<file path="src/velocity_profile_pkg.sv">
// Shared constants, parameter addresses and types of the velocity profile generator
package velocity_profile_pkg;

   // ------------------------------------------------------------------
   // Parameter addresses
   // ------------------------------------------------------------------
   localparam logic [15:0] ADDR_VEL_CEILING = 16'h0612;
   localparam logic [15:0] ADDR_ACCEL_SLOPE = 16'h0614;
   localparam logic [15:0] ADDR_DECEL_SLOPE = 16'h0616;
   localparam logic [15:0] ADDR_JERK_TIME = 16'h061a;
   localparam logic [15:0] ADDR_HALT_METHOD = 16'h062e;
   localparam logic [15:0] ADDR_PROFILE_SWITCH = 16'h0656;

   // ------------------------------------------------------------------
   // Reset values
   // ------------------------------------------------------------------
   localparam logic [31:0] RST_VEL_CEILING = 32'h0000_3390;
   localparam logic [31:0] RST_ACCEL_SLOPE = 32'h0000_0258;
   localparam logic [31:0] RST_DECEL_SLOPE = 32'h0000_0258;
   localparam logic [15:0] RST_JERK_TIME = 16'h0000;
   localparam logic [15:0] RST_HALT_METHOD = 16'h0001;
   localparam logic [15:0] RST_PROFILE_SWITCH = 16'h0001;

   // ------------------------------------------------------------------
   // Field encodings and limits
   // ------------------------------------------------------------------
   localparam logic [15:0] PROFILE_OFF = 16'h0000;
   localparam logic [15:0] PROFILE_ON = 16'h0001;
   localparam logic [15:0] HALT_BY_DECEL_RAMP = 16'h0001;
   localparam logic [15:0] HALT_BY_TORQUE_RAMP = 16'h0003;
   localparam logic [15:0] JERK_OFF = 16'h0000;
   localparam logic [15:0] JERK_MAX_MS = 16'h0080;
   localparam logic [31:0] DECEL_MIN_VEL_MODE = 32'h0000_0001;
   localparam logic [31:0] DECEL_MIN_POS_MODES = 32'h0000_0078;
   localparam logic [31:0] VEL_LIMIT_MAX = 32'h7fff_ffff;

   // ------------------------------------------------------------------
   // Timing: one profile update per period
   // ------------------------------------------------------------------
   localparam int CLK_PERIOD_NS = 25;
   localparam int UPDATE_PERIOD_NS = 1000000;
   localparam int UPDATE_CYCLES = (UPDATE_PERIOD_NS + CLK_PERIOD_NS - 1) / CLK_PERIOD_NS;

   // ------------------------------------------------------------------
   // Types
   // ------------------------------------------------------------------
   typedef enum logic [2:0] {
      MODE_NONE = 3'h0,
      MODE_JOG = 3'h1,
      MODE_PROFILE_POSITION = 3'h2,
      MODE_HOMING = 3'h3,
      MODE_PROFILE_VELOCITY = 3'h4
   } op_mode_t;

   typedef enum logic [1:0] {
      HALT_RUN = 2'h0,
      HALT_STOP_RAMP = 2'h1,
      HALT_STOP_TORQUE = 2'h2,
      HALT_HELD = 2'h3
   } halt_state_t;

endpackage : velocity_profile_pkg

</file>
<file path="src/ramp_if.sv">
// Carrier between the profile core and its ramp stepper
interface ramp_if;
   logic signed [31:0] cur;
   logic signed [31:0] tgt;
   logic [31:0] accStep;
   logic [31:0] decStep;
   logic signed [31:0] nxt;
   logic decelerating;

   modport stepper (input cur, tgt, accStep, decStep, output nxt, decelerating);
   modport user (output cur, tgt, accStep, decStep, input nxt, decelerating);
endinterface : ramp_if

</file>
<file path="src/ramp_step.sv">
// One linear ramp step from the present velocity toward the target
module ramp_step (
   ramp_if.stepper r
);
   logic signed [32:0] diff;
   logic signed [32:0] step;
   logic awayFromZero;

   // ------------------------------------------------------------------
   // Step selection
   // ------------------------------------------------------------------
   // Same rule mirrored for both signs, so both directions ramp alike
   always_comb begin
      diff = {r.tgt[31], r.tgt} - {r.cur[31], r.cur};
      awayFromZero = (diff > 0 && !r.cur[31]) || (diff < 0 && (r.cur[31] || r.cur == 0));
      step = awayFromZero ? $signed({1'b0, r.accStep}) : $signed({1'b0, r.decStep});
      r.decelerating = !awayFromZero && diff != 0;
      if (diff > step) begin
         r.nxt = 32'(r.cur + step[31:0]);
      end else if (diff < -step) begin
         r.nxt = 32'(r.cur - step[31:0]);
      end else begin
         r.nxt = r.tgt; // Last partial step lands exactly
      end
   end
endmodule : ramp_step

</file>
<file path="src/jerk_filter.sv">
// Power-of-two smoothing of the ramp output to soften acceleration changes
module jerk_filter (
   input wire logic sys_clk,
   input wire logic rst,
   input wire logic tick,
   input wire logic smoothOn,
   input wire logic [3:0] shiftSel,
   input wire logic signed [31:0] velIn,
   output logic signed [31:0] velOut
);
   logic signed [32:0] diff;
   logic signed [32:0] step;

   // Small positive differences step whole, else the output would never settle
   always_comb begin
      diff = {velIn[31], velIn} - {velOut[31], velOut};
      step = diff >>> shiftSel;
      if (step == 0) begin
         step = diff;
      end
   end

   // ------------------------------------------------------------------
   // Filter state
   // ------------------------------------------------------------------
   always_ff @(posedge sys_clk) begin
      if (rst) begin
         velOut <= '0;
      end else if (!smoothOn) begin
         velOut <= velIn;
      end else if (tick) begin
         velOut <= 32'(velOut + step[31:0]);
      end
   end
endmodule : jerk_filter

</file>
<file path="src/velocity_ramp_profile_halt.sv">
// Velocity motion profile with ramp limits, jerk smoothing and resumable halt
//
// Behaviour
// - Profile always active in jog, profile position and homing modes.
// - Separate programmable acceleration and deceleration slopes, velocity per update.
// - Profile switch: 0 turns profile off, 1 turns it on.
// - Switch and ceiling writable only with power stage off; switch acts at once.
// - Reference velocity above the ceiling is clamped to it in profile modes.
// - Writing zero to acceleration or deceleration leaves the old value.
// - Ceiling and slopes enter the profile only at the next movement start.
// - Deceleration at least 1 in profile velocity, 120 in positioning modes.
// - Jerk smoothing only in jog, profile position and homing.
// - Jerk 0 off; 1,2,4..128 give that many milliseconds of smoothing.
// - Jerk writable only when mode finished flag is 1; used next movement.
// - Halt interrupts the movement but keeps its target for resuming.
// - Halt comes from a digital input or a fieldbus command.
// - Halt method 1 means deceleration ramp, 3 torque ramp; default 1.
// - Ramp halt uses profile deceleration; torque halt uses halt current limit. With profile off, ramp halt drops velocity to zero at once.
// - Halt method writes refused during a deceleration ramp; else act at once.
// - Linear ramp behaves identically in both directions.
// - Torque halt limit is lowest of halt, motor and power stage peak.
module velocity_ramp_profile_halt
   import velocity_profile_pkg::*;
#(
   parameter int UPDATE_CYCLES_P = velocity_profile_pkg::UPDATE_CYCLES
) (
   input wire logic sys_clk,
   input wire logic rst,
   input wire velocity_profile_pkg::op_mode_t opMode,
   input wire logic powerStageEnabled,
   input wire logic modeFinished,
   input wire logic moveStart,
   input wire logic signed [31:0] targetVelocity,
   input wire logic haltPin,
   input wire logic haltInputAssigned,
   input wire logic haltFieldbus,
   input wire logic [15:0] haltCurrentLimit,
   input wire logic [15:0] motorPeakCurrent,
   input wire logic [15:0] powerStagePeakCurrent,
   input wire logic parWrite,
   input wire logic parRead,
   input wire logic [15:0] parAddr,
   input wire logic [31:0] parWdata,
   output logic [31:0] parRdata,
   output logic parAck,
   output logic parReject,
   output logic signed [31:0] velocityRef,
   output logic [15:0] currentLimit,
   output logic haltActive,
   output logic decelActive,
   output logic profileActive
);
   import velocity_profile_pkg::*;

   // ------------------------------------------------------------------
   // Elaboration checks
   // ------------------------------------------------------------------
   if (UPDATE_CYCLES_P < 1) begin : g_bad_update
      $error("UPDATE_CYCLES_P must be at least one");
   end

   // ------------------------------------------------------------------
   // Helper functions
   // ------------------------------------------------------------------
   // Velocity clamp to the symmetric ceiling
   function automatic logic signed [31:0] clampVel(input logic signed [31:0] v,
                                                   input logic [31:0] lim);
      logic signed [31:0] limS;
      limS = $signed(lim & VEL_LIMIT_MAX);
      if (v > limS) begin
         return limS;
      end else if (v < -limS) begin
         return -limS;
      end
      return v;
   endfunction : clampVel

   function automatic logic [15:0] min16(input logic [15:0] a, input logic [15:0] b);
      return (a < b) ? a : b;
   endfunction : min16

   // Jerk code to filter shift; only zero and powers of two up to 128 are legal
   function automatic logic jerkLegal(input logic [15:0] j);
      return j == JERK_OFF || (j <= JERK_MAX_MS && (j & (j - 16'h0001)) == 16'h0000);
   endfunction : jerkLegal

   function automatic logic [3:0] jerkShift(input logic [15:0] j);
      logic [3:0] s;
      s = 4'h0;
      for (int i = 0; i < 8; i++) begin
         if (j[i]) begin
            s = 4'(i);
         end
      end
      return s;
   endfunction : jerkShift

   // ------------------------------------------------------------------
   // Declarations
   // ------------------------------------------------------------------
   logic [31:0] ceiling_reg, accel_reg, decel_reg;
   logic [15:0] jerk_reg, haltMethod_reg, switch_reg;
   logic [31:0] actCeiling_reg, actAccel_reg, actDecel_reg;
   logic [15:0] actJerk_reg;
   logic signed [31:0] heldTarget_reg, velocity_reg;
   logic [31:0] tickCnt_reg;
   logic tick_reg;
   logic haltMeta_reg, haltSync_reg;
   halt_state_t haltState_reg, haltState_next;
   logic usesProfile, profileOn, haltReq, writeOk, addrHit;
   logic [31:0] decelFloor, decelEff;
   logic signed [31:0] rampTarget;
   logic [3:0] jerkShiftSel;

   ramp_if ramp ();

   // ------------------------------------------------------------------
   // Mode decode
   // ------------------------------------------------------------------
   // Positioning style modes force the profile and allow smoothing
   assign usesProfile = opMode == MODE_JOG || opMode == MODE_PROFILE_POSITION ||
                        opMode == MODE_HOMING;
   assign profileOn = usesProfile || switch_reg == PROFILE_ON;
   assign decelFloor = usesProfile ? DECEL_MIN_POS_MODES : DECEL_MIN_VEL_MODE;
   assign decelEff = (actDecel_reg < decelFloor) ? decelFloor : actDecel_reg;

   // ------------------------------------------------------------------
   // Halt request path
   // ------------------------------------------------------------------
   // Pin is asynchronous; only the second stage is looked at
   always_ff @(posedge sys_clk) begin
      if (rst) begin
         haltMeta_reg <= 1'b0;
         haltSync_reg <= 1'b0;
      end else begin
         haltMeta_reg <= haltPin;
         haltSync_reg <= haltMeta_reg;
      end
   end

   assign haltReq = haltFieldbus || (haltInputAssigned && haltSync_reg);

   // Halt sequencing; release from any state resumes the movement
   always_comb begin
      haltState_next = haltState_reg;
      unique case (haltState_reg)
         HALT_RUN: begin
            if (haltReq) begin
               haltState_next = (haltMethod_reg == HALT_BY_TORQUE_RAMP) ?
                                HALT_STOP_TORQUE : HALT_STOP_RAMP;
            end
         end
         HALT_STOP_RAMP, HALT_STOP_TORQUE: begin
            if (!haltReq) begin
               haltState_next = HALT_RUN;
            end else if (velocity_reg == 0) begin
               haltState_next = HALT_HELD;
            end
         end
         HALT_HELD: begin
            if (!haltReq) begin
               haltState_next = HALT_RUN;
            end
         end
      endcase
   end

   always_ff @(posedge sys_clk) begin
      if (rst) begin
         haltState_reg <= HALT_RUN;
      end else begin
         haltState_reg <= haltState_next;
      end
   end

   // ------------------------------------------------------------------
   // Update tick
   // ------------------------------------------------------------------
   always_ff @(posedge sys_clk) begin
      if (rst) begin
         tickCnt_reg <= '0;
         tick_reg <= 1'b0;
      end else if (tickCnt_reg == 32'(UPDATE_CYCLES_P - 1)) begin
         tickCnt_reg <= '0;
         tick_reg <= 1'b1;
      end else begin
         tickCnt_reg <= tickCnt_reg + 32'h0000_0001;
         tick_reg <= 1'b0;
      end
   end

   // ------------------------------------------------------------------
   // Parameter access
   // ------------------------------------------------------------------
   // Write acceptance per address, including the interlocks
   always_comb begin
      addrHit = 1'b1;
      writeOk = 1'b1;
      unique case (parAddr)
         ADDR_VEL_CEILING: writeOk = !powerStageEnabled && parWdata <= VEL_LIMIT_MAX;
         ADDR_PROFILE_SWITCH: writeOk = !powerStageEnabled && parWdata[31:1] == '0;
         ADDR_ACCEL_SLOPE, ADDR_DECEL_SLOPE: writeOk = parWdata <= VEL_LIMIT_MAX;
         ADDR_JERK_TIME: writeOk = modeFinished && parWdata[31:16] == '0 &&
                                   jerkLegal(parWdata[15:0]);
         ADDR_HALT_METHOD: writeOk = !decelActive && (parWdata == 32'(HALT_BY_DECEL_RAMP) ||
                                     parWdata == 32'(HALT_BY_TORQUE_RAMP));
         default: begin
            addrHit = 1'b0;
            writeOk = 1'b0;
         end
      endcase
   end

   // Stored parameters; a zero slope write is acknowledged but dropped
   always_ff @(posedge sys_clk) begin
      if (rst) begin
         ceiling_reg <= RST_VEL_CEILING;
         accel_reg <= RST_ACCEL_SLOPE;
         decel_reg <= RST_DECEL_SLOPE;
         jerk_reg <= RST_JERK_TIME;
         haltMethod_reg <= RST_HALT_METHOD;
         switch_reg <= RST_PROFILE_SWITCH;
      end else if (parWrite && writeOk) begin
         unique case (parAddr)
            ADDR_VEL_CEILING: ceiling_reg <= parWdata;
            ADDR_ACCEL_SLOPE: if (parWdata != '0) accel_reg <= parWdata;
            ADDR_DECEL_SLOPE: if (parWdata != '0) decel_reg <= parWdata;
            ADDR_JERK_TIME: jerk_reg <= parWdata[15:0];
            ADDR_HALT_METHOD: haltMethod_reg <= parWdata[15:0];
            ADDR_PROFILE_SWITCH: switch_reg <= parWdata[15:0];
            default: ;
         endcase
      end
   end

   // Answer one cycle after the request; unknown address refused
   always_ff @(posedge sys_clk) begin
      if (rst) begin
         parRdata <= '0;
         parAck <= 1'b0;
         parReject <= 1'b0;
      end else begin
         parAck <= parWrite || parRead;
         parReject <= (parWrite && !writeOk) || (parRead && !addrHit);
         if (parRead) begin
            unique case (parAddr)
               ADDR_VEL_CEILING: parRdata <= ceiling_reg;
               ADDR_ACCEL_SLOPE: parRdata <= accel_reg;
               ADDR_DECEL_SLOPE: parRdata <= decel_reg;
               ADDR_JERK_TIME: parRdata <= {16'h0000, jerk_reg};
               ADDR_HALT_METHOD: parRdata <= {16'h0000, haltMethod_reg};
               ADDR_PROFILE_SWITCH: parRdata <= {16'h0000, switch_reg};
               default: parRdata <= '0;
            endcase
         end
      end
   end

   // ------------------------------------------------------------------
   // Movement latching
   // ------------------------------------------------------------------
   // values captured at start
   always_ff @(posedge sys_clk) begin
      if (rst) begin
         actCeiling_reg <= RST_VEL_CEILING;
         actAccel_reg <= RST_ACCEL_SLOPE;
         actDecel_reg <= RST_DECEL_SLOPE;
         actJerk_reg <= RST_JERK_TIME;
      end else if (moveStart) begin
         actCeiling_reg <= ceiling_reg;
         actAccel_reg <= accel_reg;
         actDecel_reg <= decel_reg;
         actJerk_reg <= jerk_reg;
      end
   end

   always_ff @(posedge sys_clk) begin
      if (rst) begin
         heldTarget_reg <= '0;
      end else if (haltState_reg == HALT_RUN && !haltReq) begin
         heldTarget_reg <= targetVelocity;
      end
   end

   // ------------------------------------------------------------------
   // Ramp generator
   // ------------------------------------------------------------------
   // clamp in profile modes
   always_comb begin
      if (haltState_reg != HALT_RUN) begin
         rampTarget = '0;
      end else if (profileOn) begin
         rampTarget = clampVel(heldTarget_reg, actCeiling_reg);
      end else begin
         rampTarget = heldTarget_reg;
      end
   end

   assign ramp.cur = velocity_reg;
   assign ramp.tgt = rampTarget;
   assign ramp.accStep = actAccel_reg;
   assign ramp.decStep = decelEff;

   ramp_step u_step (
      .r(ramp.stepper)
   );

   always_ff @(posedge sys_clk) begin
      if (rst) begin
         velocity_reg <= '0;
      end else if (haltState_reg == HALT_STOP_TORQUE) begin
         velocity_reg <= '0; // Current limit brakes, no velocity ramp
      end else if (!profileOn) begin
         velocity_reg <= rampTarget;
      end else if (tick_reg) begin
         velocity_reg <= ramp.nxt; // Target is clamped, so a lower ceiling ramps down
      end
   end

   // ------------------------------------------------------------------
   // Jerk smoothing
   // ------------------------------------------------------------------
   // positioning modes only
   assign jerkShiftSel = jerkShift(actJerk_reg);

   jerk_filter u_jerk (
      .sys_clk(sys_clk),
      .rst(rst),
      .tick(tick_reg),
      .smoothOn(usesProfile && actJerk_reg != JERK_OFF),
      .shiftSel(jerkShiftSel),
      .velIn(velocity_reg),
      .velOut(velocityRef)
   );

   // ------------------------------------------------------------------
   // Status and current limit
   // ------------------------------------------------------------------
   // switch acts at once
   always_ff @(posedge sys_clk) begin
      if (rst) begin
         haltActive <= 1'b0;
         decelActive <= 1'b0;
         profileActive <= 1'b0;
         currentLimit <= '0;
      end else begin
         haltActive <= haltState_next != HALT_RUN;
         decelActive <= profileOn && ramp.decelerating;
         profileActive <= profileOn;
         if (haltState_next != HALT_RUN && haltMethod_reg == HALT_BY_TORQUE_RAMP) begin
            currentLimit <= min16(haltCurrentLimit,
                                  min16(motorPeakCurrent, powerStagePeakCurrent));
         end else begin
            currentLimit <= min16(motorPeakCurrent, powerStagePeakCurrent);
         end
      end
   end

endmodule : velocity_ramp_profile_halt

</file>
<file path="config.mk">
export PLATFORM = sky130hd
export DESIGN_NAME = velocity_ramp_profile_halt
export DESIGN_NICKNAME = d
export VERILOG_FILES = /design/src/velocity_profile_pkg.sv /design/src/ramp_if.sv /design/src/ramp_step.sv /design/src/jerk_filter.sv /design/src/velocity_ramp_profile_halt.sv
export SDC_FILE = /design/constraint.sdc
export NUM_CORES = 2
export LEC_CHECK = 0
export ABC_AREA = 1
export BUFFER_PORTS_ARGS = -buffer_cell sky130_fd_sc_hd__buf_2
export CAP_MARGIN = 15
export CORE_ASPECT_RATIO = 0.8
export CORE_MARGIN = 4
export CORE_UTILIZATION = 41
export CTS_BUF_LIST = sky130_fd_sc_hd__clkbuf_8
export CTS_CLUSTER_DIAMETER = 40
export DETAILED_ROUTE_END_ITERATION = 12
export GPL_TIMING_DRIVEN = 0
export HOLD_SLACK_MARGIN = 0.15
export SETUP_SLACK_MARGIN = 0.3
export SLEW_MARGIN = 20
export SYNTH_ARGS = -nofsm -noshare
export SYNTH_HDL_FRONTEND = slang
export SYNTH_SLANG_ARGS = --single-unit
</file>
<file path="constraint.sdc">
create_clock -name sys_clk -period 8.2 [get_ports sys_clk]
set_input_delay 0.41 -clock sys_clk [delete_from_list [all_inputs] [get_ports sys_clk]]
set_output_delay 0.41 -clock sys_clk [all_outputs]
set_load 0.02 [all_outputs]
</file>
### Yosys cells after proc, flatten, opt, wreduce, memory -nomap -nowiden

Index checks and enable logic that the tools add are counted.
W data, S select, Z words.

| cells by class | value |
|---|---|
| $add $sub $neg | 9 |
| magnitude comparators | 11 |
| equality and inequality tests | 19 |
| shift-type cells | 1 |
| mux-type cells | 39 |
| bitwise logic cells | 1 |
| reduce and logical (&&, ||, !) cells | 57 |

Operators by type and width:

| cell | count |
|---|---|
| $mux W32 | 14 |
| $pmux W32 S6 | 1 |
| $eq A16 B11 Y1 const B | 6 |
| $sub A32 B32 Y33 | 2 |
| $add A32 B32 Y32 | 2 |
| $logic_not A16 Y1 | 3 |
| $mux W16 | 3 |
| $gt A33 B1 Y1 const B | 1 |
| $gt A33 B33 Y1 | 1 |
| $logic_not A33 Y1 | 1 |
| $lt A33 B1 Y1 const B | 1 |
| $lt A33 B33 Y1 | 1 |
| $neg A33 Y33 | 1 |
| $reduce_bool A33 Y1 | 1 |
| $sshr A33 B4 Y33 | 1 |
| $add A32 B1 Y32 const B | 1 |
| $eq A32 B1 Y1 const B | 1 |
| $eq A32 B16 Y1 const B | 1 |
| $eq A32 B2 Y1 const B | 1 |
| $gt A32 B32 Y1 | 1 |
| $le A32 B31 Y1 const B | 1 |
| $logic_not A32 Y1 | 1 |
| $lt A16 B16 Y1 | 2 |
| $lt A32 B32 Y1 | 1 |
| 31 further kinds | 88 |

| storage, ports and cells | value |
|---|---|
| register bits after elaboration | 441 |
| output and inout bits | 85 |
| word-level logic and storage cells | 162 |

### Logic depth before layout (Yosys ltp)

| depth | value |
|---|---|
| depth after elaboration | 20 |
| mapped depth | 76 |
| mapped depth without buffers | 73 |

### Cells and area by module

A second synthesis with hierarchy kept.

| unflattened totals | value |
|---|---|
| cells, all modules | 6,268 |
| area total of the unflattened synthesis | 38,758.4 sq um |

By module, submodules not included:

| module | instances | cells an instance | area each (sq um) |
|---|---|---|---|
| velocity_ramp_profile_halt | 1 | 2,940 | 20,912.6 |
| ramp_step | 1 | 1,811 | 9,773.1 |
| jerk_filter | 1 | 1,517 | 8,072.7 |

### Worst setup path before layout

OpenSTA, ideal clock, no wires.

| timing | value |
|---|---|
| path type | flip-flop to flip-flop |
| start point | register actCeiling_reg[2] |
| end point | register velocity_reg[14] (netlist: ramp.cur[14]) |
| library setup time | 122 ps |
| data arrival time | 8,927 ps |
| required time | 8,078 ps |
| setup slack | -849 ps |
| cell stages (with the launch flop) | 71 |
| buffers on the path | 4 |
| clock period less this slack | 9,049 ps |
| cell sequence | dfxtp_1 > inv_1 > nand3_1 > nor2_1 > nand4_1 > nor2_1 > nand3_1 > nand3b_1 > nor2_1 > nand2_1 > inv_1 > nand3_1 > o21ai_0 > o21ai_0 > ha_1 > nand2_1 > inv_1 > nand3_1 > [... 35 more ...] > nand3_1 > nand2_1 > nand2_1 > ha_1 > nand2_1 > nor3_1 > and3_1 > nand3_1 > o211ai_1 > xor2_1 > inv_1 > nand2_1 > clkinv_1 > clkbuf_1 > nand2_1 > nand2_1 > o21ai_0 > a21oi_1 |

| between the ends | value |
|---|---|
| cells in the longest elaborated chain, start to end | 20 |
| elaborated cells between the ends (all ways) | 28 |

Ends and longest elaborated chain:

| item | RTL line | text |
|---|---|---|
| from (decl) | velocity_ramp_profile_halt.sv:103 | `logic [31:0] actCeiling_reg, actAccel_reg, actDecel_reg;` |
| from (signal assigned) | velocity_ramp_profile_halt.sv:270 | `actCeiling_reg <= ceiling_reg;` |
| $neg A31 Y32 | velocity_ramp_profile_halt.sv:72, velocity_ramp_profile_halt.sv:73 |  |
| $lt A32 B32 Y1 | velocity_ramp_profile_halt.sv:72 | `end else if (v < -limS) begin` |
| $mux W1 | velocity_ramp_profile_halt.sv:72 |  |
| $mux W1 | velocity_ramp_profile_halt.sv:70 | `if (v > limS) begin` |
| $mux W1 | velocity_ramp_profile_halt.sv:292 | `end else if (profileOn) begin` |
| $mux W1 | velocity_ramp_profile_halt.sv:290 | `if (haltState_reg != HALT_RUN) begin` |
| $mux W32 * | velocity_ramp_profile_halt.sv:75 | `return v;` |
| $mux W32 * | velocity_ramp_profile_halt.sv:292 |  |
| [... 4 more ...] | n/a |  |
| $logic_or A1 B1 Y1 | ramp_step.sv:15 | `awayFromZero = (diff > 0 && !r.cur[31]) \|\| (diff < 0 && (r.cur[31] \|\| r.cur == 0));` |
| $mux W32 | ramp_step.sv:16 | `step = awayFromZero ? $signed({1'b0, r.accStep}) : $signed({1'b0, r.decStep});` |
| $neg A33 Y33 | ramp_step.sv:20 | `end else if (diff < -step) begin` |
| $lt A33 B33 Y1 | ramp_step.sv:20 |  |
| $mux W32 | ramp_step.sv:20 |  |
| $mux W32 | ramp_step.sv:18 | `if (diff > step) begin` |
| $mux W32 | velocity_ramp_profile_halt.sv:315 | `end else if (tick_reg) begin` |
| $mux W32 * | velocity_ramp_profile_halt.sv:313 | `end else if (!profileOn) begin` |
| to (signal assigned) | velocity_ramp_profile_halt.sv:314 | `velocity_reg <= rampTarget;` |
| to (signal assigned) | velocity_ramp_profile_halt.sv:316 | `velocity_reg <= ramp.nxt;` |
| to (decl) | velocity_ramp_profile_halt.sv:105 | `logic signed [31:0] heldTarget_reg, velocity_reg;` |

Every way passes the cells marked *; elsewhere a longest branch is shown, timed or not. The select of a mux whose other input is x is not followed.
A chain may end at the register's enable or synchronous reset.

### Worst setup path in the final report

| timing | value |
|---|---|
| start point | register actCeiling_reg[6] |
| end point | register velocity_reg[26] (netlist: ramp.cur[26]) |

The elaborated chain is that of the path after synthesis.

==> results.cfg <==
[sta]
rsz0062_at_grt = true
skew_ns = 0.0793
final.period_utilization = 1.23
period_needed_ns = 10.11
hold_viol_final = 0
slew_headroom = 0.199
tightestPinTransition_ns = 1.19
hold_ws_ns = 0.180
drv_slew = 0
fmax_ghz = 0.0989
worst_slack_ns = -1.91
setup_viol = 32

[pwr]
power.share.clock = 0.189
swShare = 0.494
internal_power_w = 0.00677
pwr-share-comb = 0.642
pwr-share-seq = 0.169
static-leakage-power_nw = 21.6
switchingPower_w = 0.00661
cellPowerDensity_nw_per_um2 = 297
ir_worst_vdd_uv = 174

[floorplan]
coreArea_um2 = 85800
die_area_um2 = 91200
row_count = 96
ios = 226
start_util = 0.413
die_h_um = 271
die_x_um = 337

[worst_setup_path]
critPathMaxStageDelay_ns = 0.36
worst_path_max_delay_cell = dfxtp_4
critPathRequiredTime_ns = 8.81
cp_data_arrival_time_ns = 10.72
end_kind = flip-flop
crit_top_cell = nand2_1
path_class = flip-flop to flip-flop
worst_setup_path_start_kind = flip-flop
cp_max_fo = 10

[cells_and_area]
drive_above_1_share = 0.174
final_cell_area_um2 = 45100
layout_common_cells = nand2_1, inv_1, a21oi_1
nets = 6649
final_common_cell = nand2_1
utilization = 0.526
area_growth_pct = 27.3

[run]
drv_cap = 0

[detailed_routing]
vias_per_cell = 5.64
wl_per_cell_um = 21.4
dr.first_iter.drc_count = 4677
first_pass_iters = 6
drc_errors = 0
detail-route-antenna-nets = 0
wl_um = 158000
route.vias.total = 41625

[synthesis]
synth_cells = 5561
avgSynthCellArea_um2 = 6.37
yosys.area.top_type = dfxtp_1
ys.flop_type = dfxtp_1
synth_edf_count = 0
synth-seq-cells = 441
synth_cell_types = 61
synthesis.nets = 6034
synth.top_cell.area_share = 0.249
syn_area_um2 = 35400
yosys_warnings = 0
ys_seq_area_frac = 0.249
async_reset_ff_frac = 0
synth_area_leaders = dfxtp_1, nand2_1, ha_1, inv_1, a21oi_1

[global_route]
grt.overflow.total = 0
grt_pass1_wl_um = 233000
grt_max_degree = 16
antenna_found_initial = 5
gr-usage-all-layers = 0.331
grt_pass1_vias = 38031

[cts]
cts-root-buf = clkbuf_8
cts_max_path_buffers = 3
cts_sinks = 441
numCtsBuffers = 88
htreeDepth = 3
cts.clk_slew.worst_paths_ns = 0.06
clock_latency_ns = 0.76
cts_tree = yes

[status]
status = finished, violations left
failed_checks = setup timing

[place]
portBuffers = 220
place_congestion = 1.02
post-dp-hpwl_um = 125000
dp_slack_ns = -3.30
dpl_cell_area_um2 = 38200

[worst_hold_path]
hold_class = input port to flip-flop
per-layer routing:
metal,track usage,share of wire,up-vias
met4,0.148,0.051,2
li1,-,-,19733
met5,0,0.000051,-
met1,0.471,0.44,19396
met3,0.0695,0.10,416
met2,0.478,0.40,2078
final cells by class:
class / count / area (µm²)
Antenna cell: 5 / 12.5
Buffer: 203 / 1010
Clock buffer: 106 / 1460
Clock inverter: 53 / 510
Fill cell: 8735 / 40700
Inverter: 845 / 3240
Multi-Input combinational cell: 4073 / 24700
Sequential cell: 441 / 8850
Tap cell: 1127 / 1410
Timing Repair Buffer: 523 / 3850
Timing Repair inverter: 1 / 11.3
power by group through the flow:
| stage | clock network (W) | logic [W] | registers [W] |
|---|---|---|---|
| after global routing | 0.00265 | 0.00913 | 0.00227 |
| after detailed placement | 0 | 0.00593 | 0.00231 |
| after CTS | 0.00255 | 0.00758 | 0.00226 |
| after global placement | 0 | 0.00589 | 0.00231 |
| final | 0.00253 | 0.00859 | 0.00226 |
| after floorplan | 0 | 0.00404 | 0.00230 |
synth_stat cells (all sizes together) (2+ instances only):
cell,n
nor3,71
nor3b,5
o31ai,5
o21bai,13
nand3b,12
nor4,58
a211oi,17
a221oi,13
nand2,1208
buf,17
xnor2,15
nand3,340
a21o,12
ha,327
o21a,15
nand4,71
a31oi,40
and2,5
fa,5
clkinv,12
or2,19
dfxtp,441
inv,833
mux2i,2
o22ai,39
xor2,133
o211ai,61
and3,4
o21ai,535
a21oi,553
a221o,4
nor2,448
clkbuf,186
a211o,2
a2111oi,7
o221ai,13
a21boi,7
o2111ai,7
kinds of logic (layout without fill, tap and decap cells):
family          after synthesis  in the layout  synth area share
mux                           2              2          0.000565
compound gates             1347           1347             0.213
other cells                   0              5                 0
simple gates               2243           2244             0.270
flops                       441            441             0.249
xor+xnor                    148            148            0.0366
buf+inv                    1048           1731             0.112
fa+ha+maj                   332            332             0.118
final timing paths:
kind | from | endpoint | slack [ns] | cells after the start
setup / recovery | actCeiling_reg[6] | ramp.cur[26] | -1.91 | 69
hold / removal | motorPeakCurrent[13] | currentLimit[13] | 0.18 | 5
setup reg to reg | actCeiling_reg[6] | ramp.cur[26] | -1.91 | 69
hold reg to reg | haltMeta_reg | haltSync_reg | 0.40 | 2
stage by stage:
| step | TNS [ns] | power (W) | instances |
|---|---|---|---|
| after detailed placement | -101.86 | 0.00824 | 6908 |
| after floorplan | -4.64 | 0.00634 | 5561 |
| final | -58.81 | 0.0134 | 7377 |
| after global placement | -101.98 | 0.00819 | 6908 |
| after CTS | -41.12 | 0.0124 | 7321 |
| after global routing | -68.45 | 0.0140 | 7374 |
worst max-delay path: cells and delay by family, from the launching register on:
family | cells | cell delay, ns
AO/OA/AOI/OAI | 11 | 1.64
flip-flops | 1 | 0.36
AND/OR/NAND/NOR | 41 | 5.16
buffers and inverters | 12 | 1.46
adder cells (fa/ha/maj) | 3 | 0.93
XOR/XNOR | 2 | 0.44
repair_timing:
action                                  in CTS  in global routing
cloned                                       8                  2
pin swaps                                  148                118
hold buffers                                91                  0
endpoints found under the hold margin      143                  0
resized for setup                          375                179
endpoints found under the setup margin      32                 40
buffers inserted                           155                 49
Power figures use the tool's default switching activity.
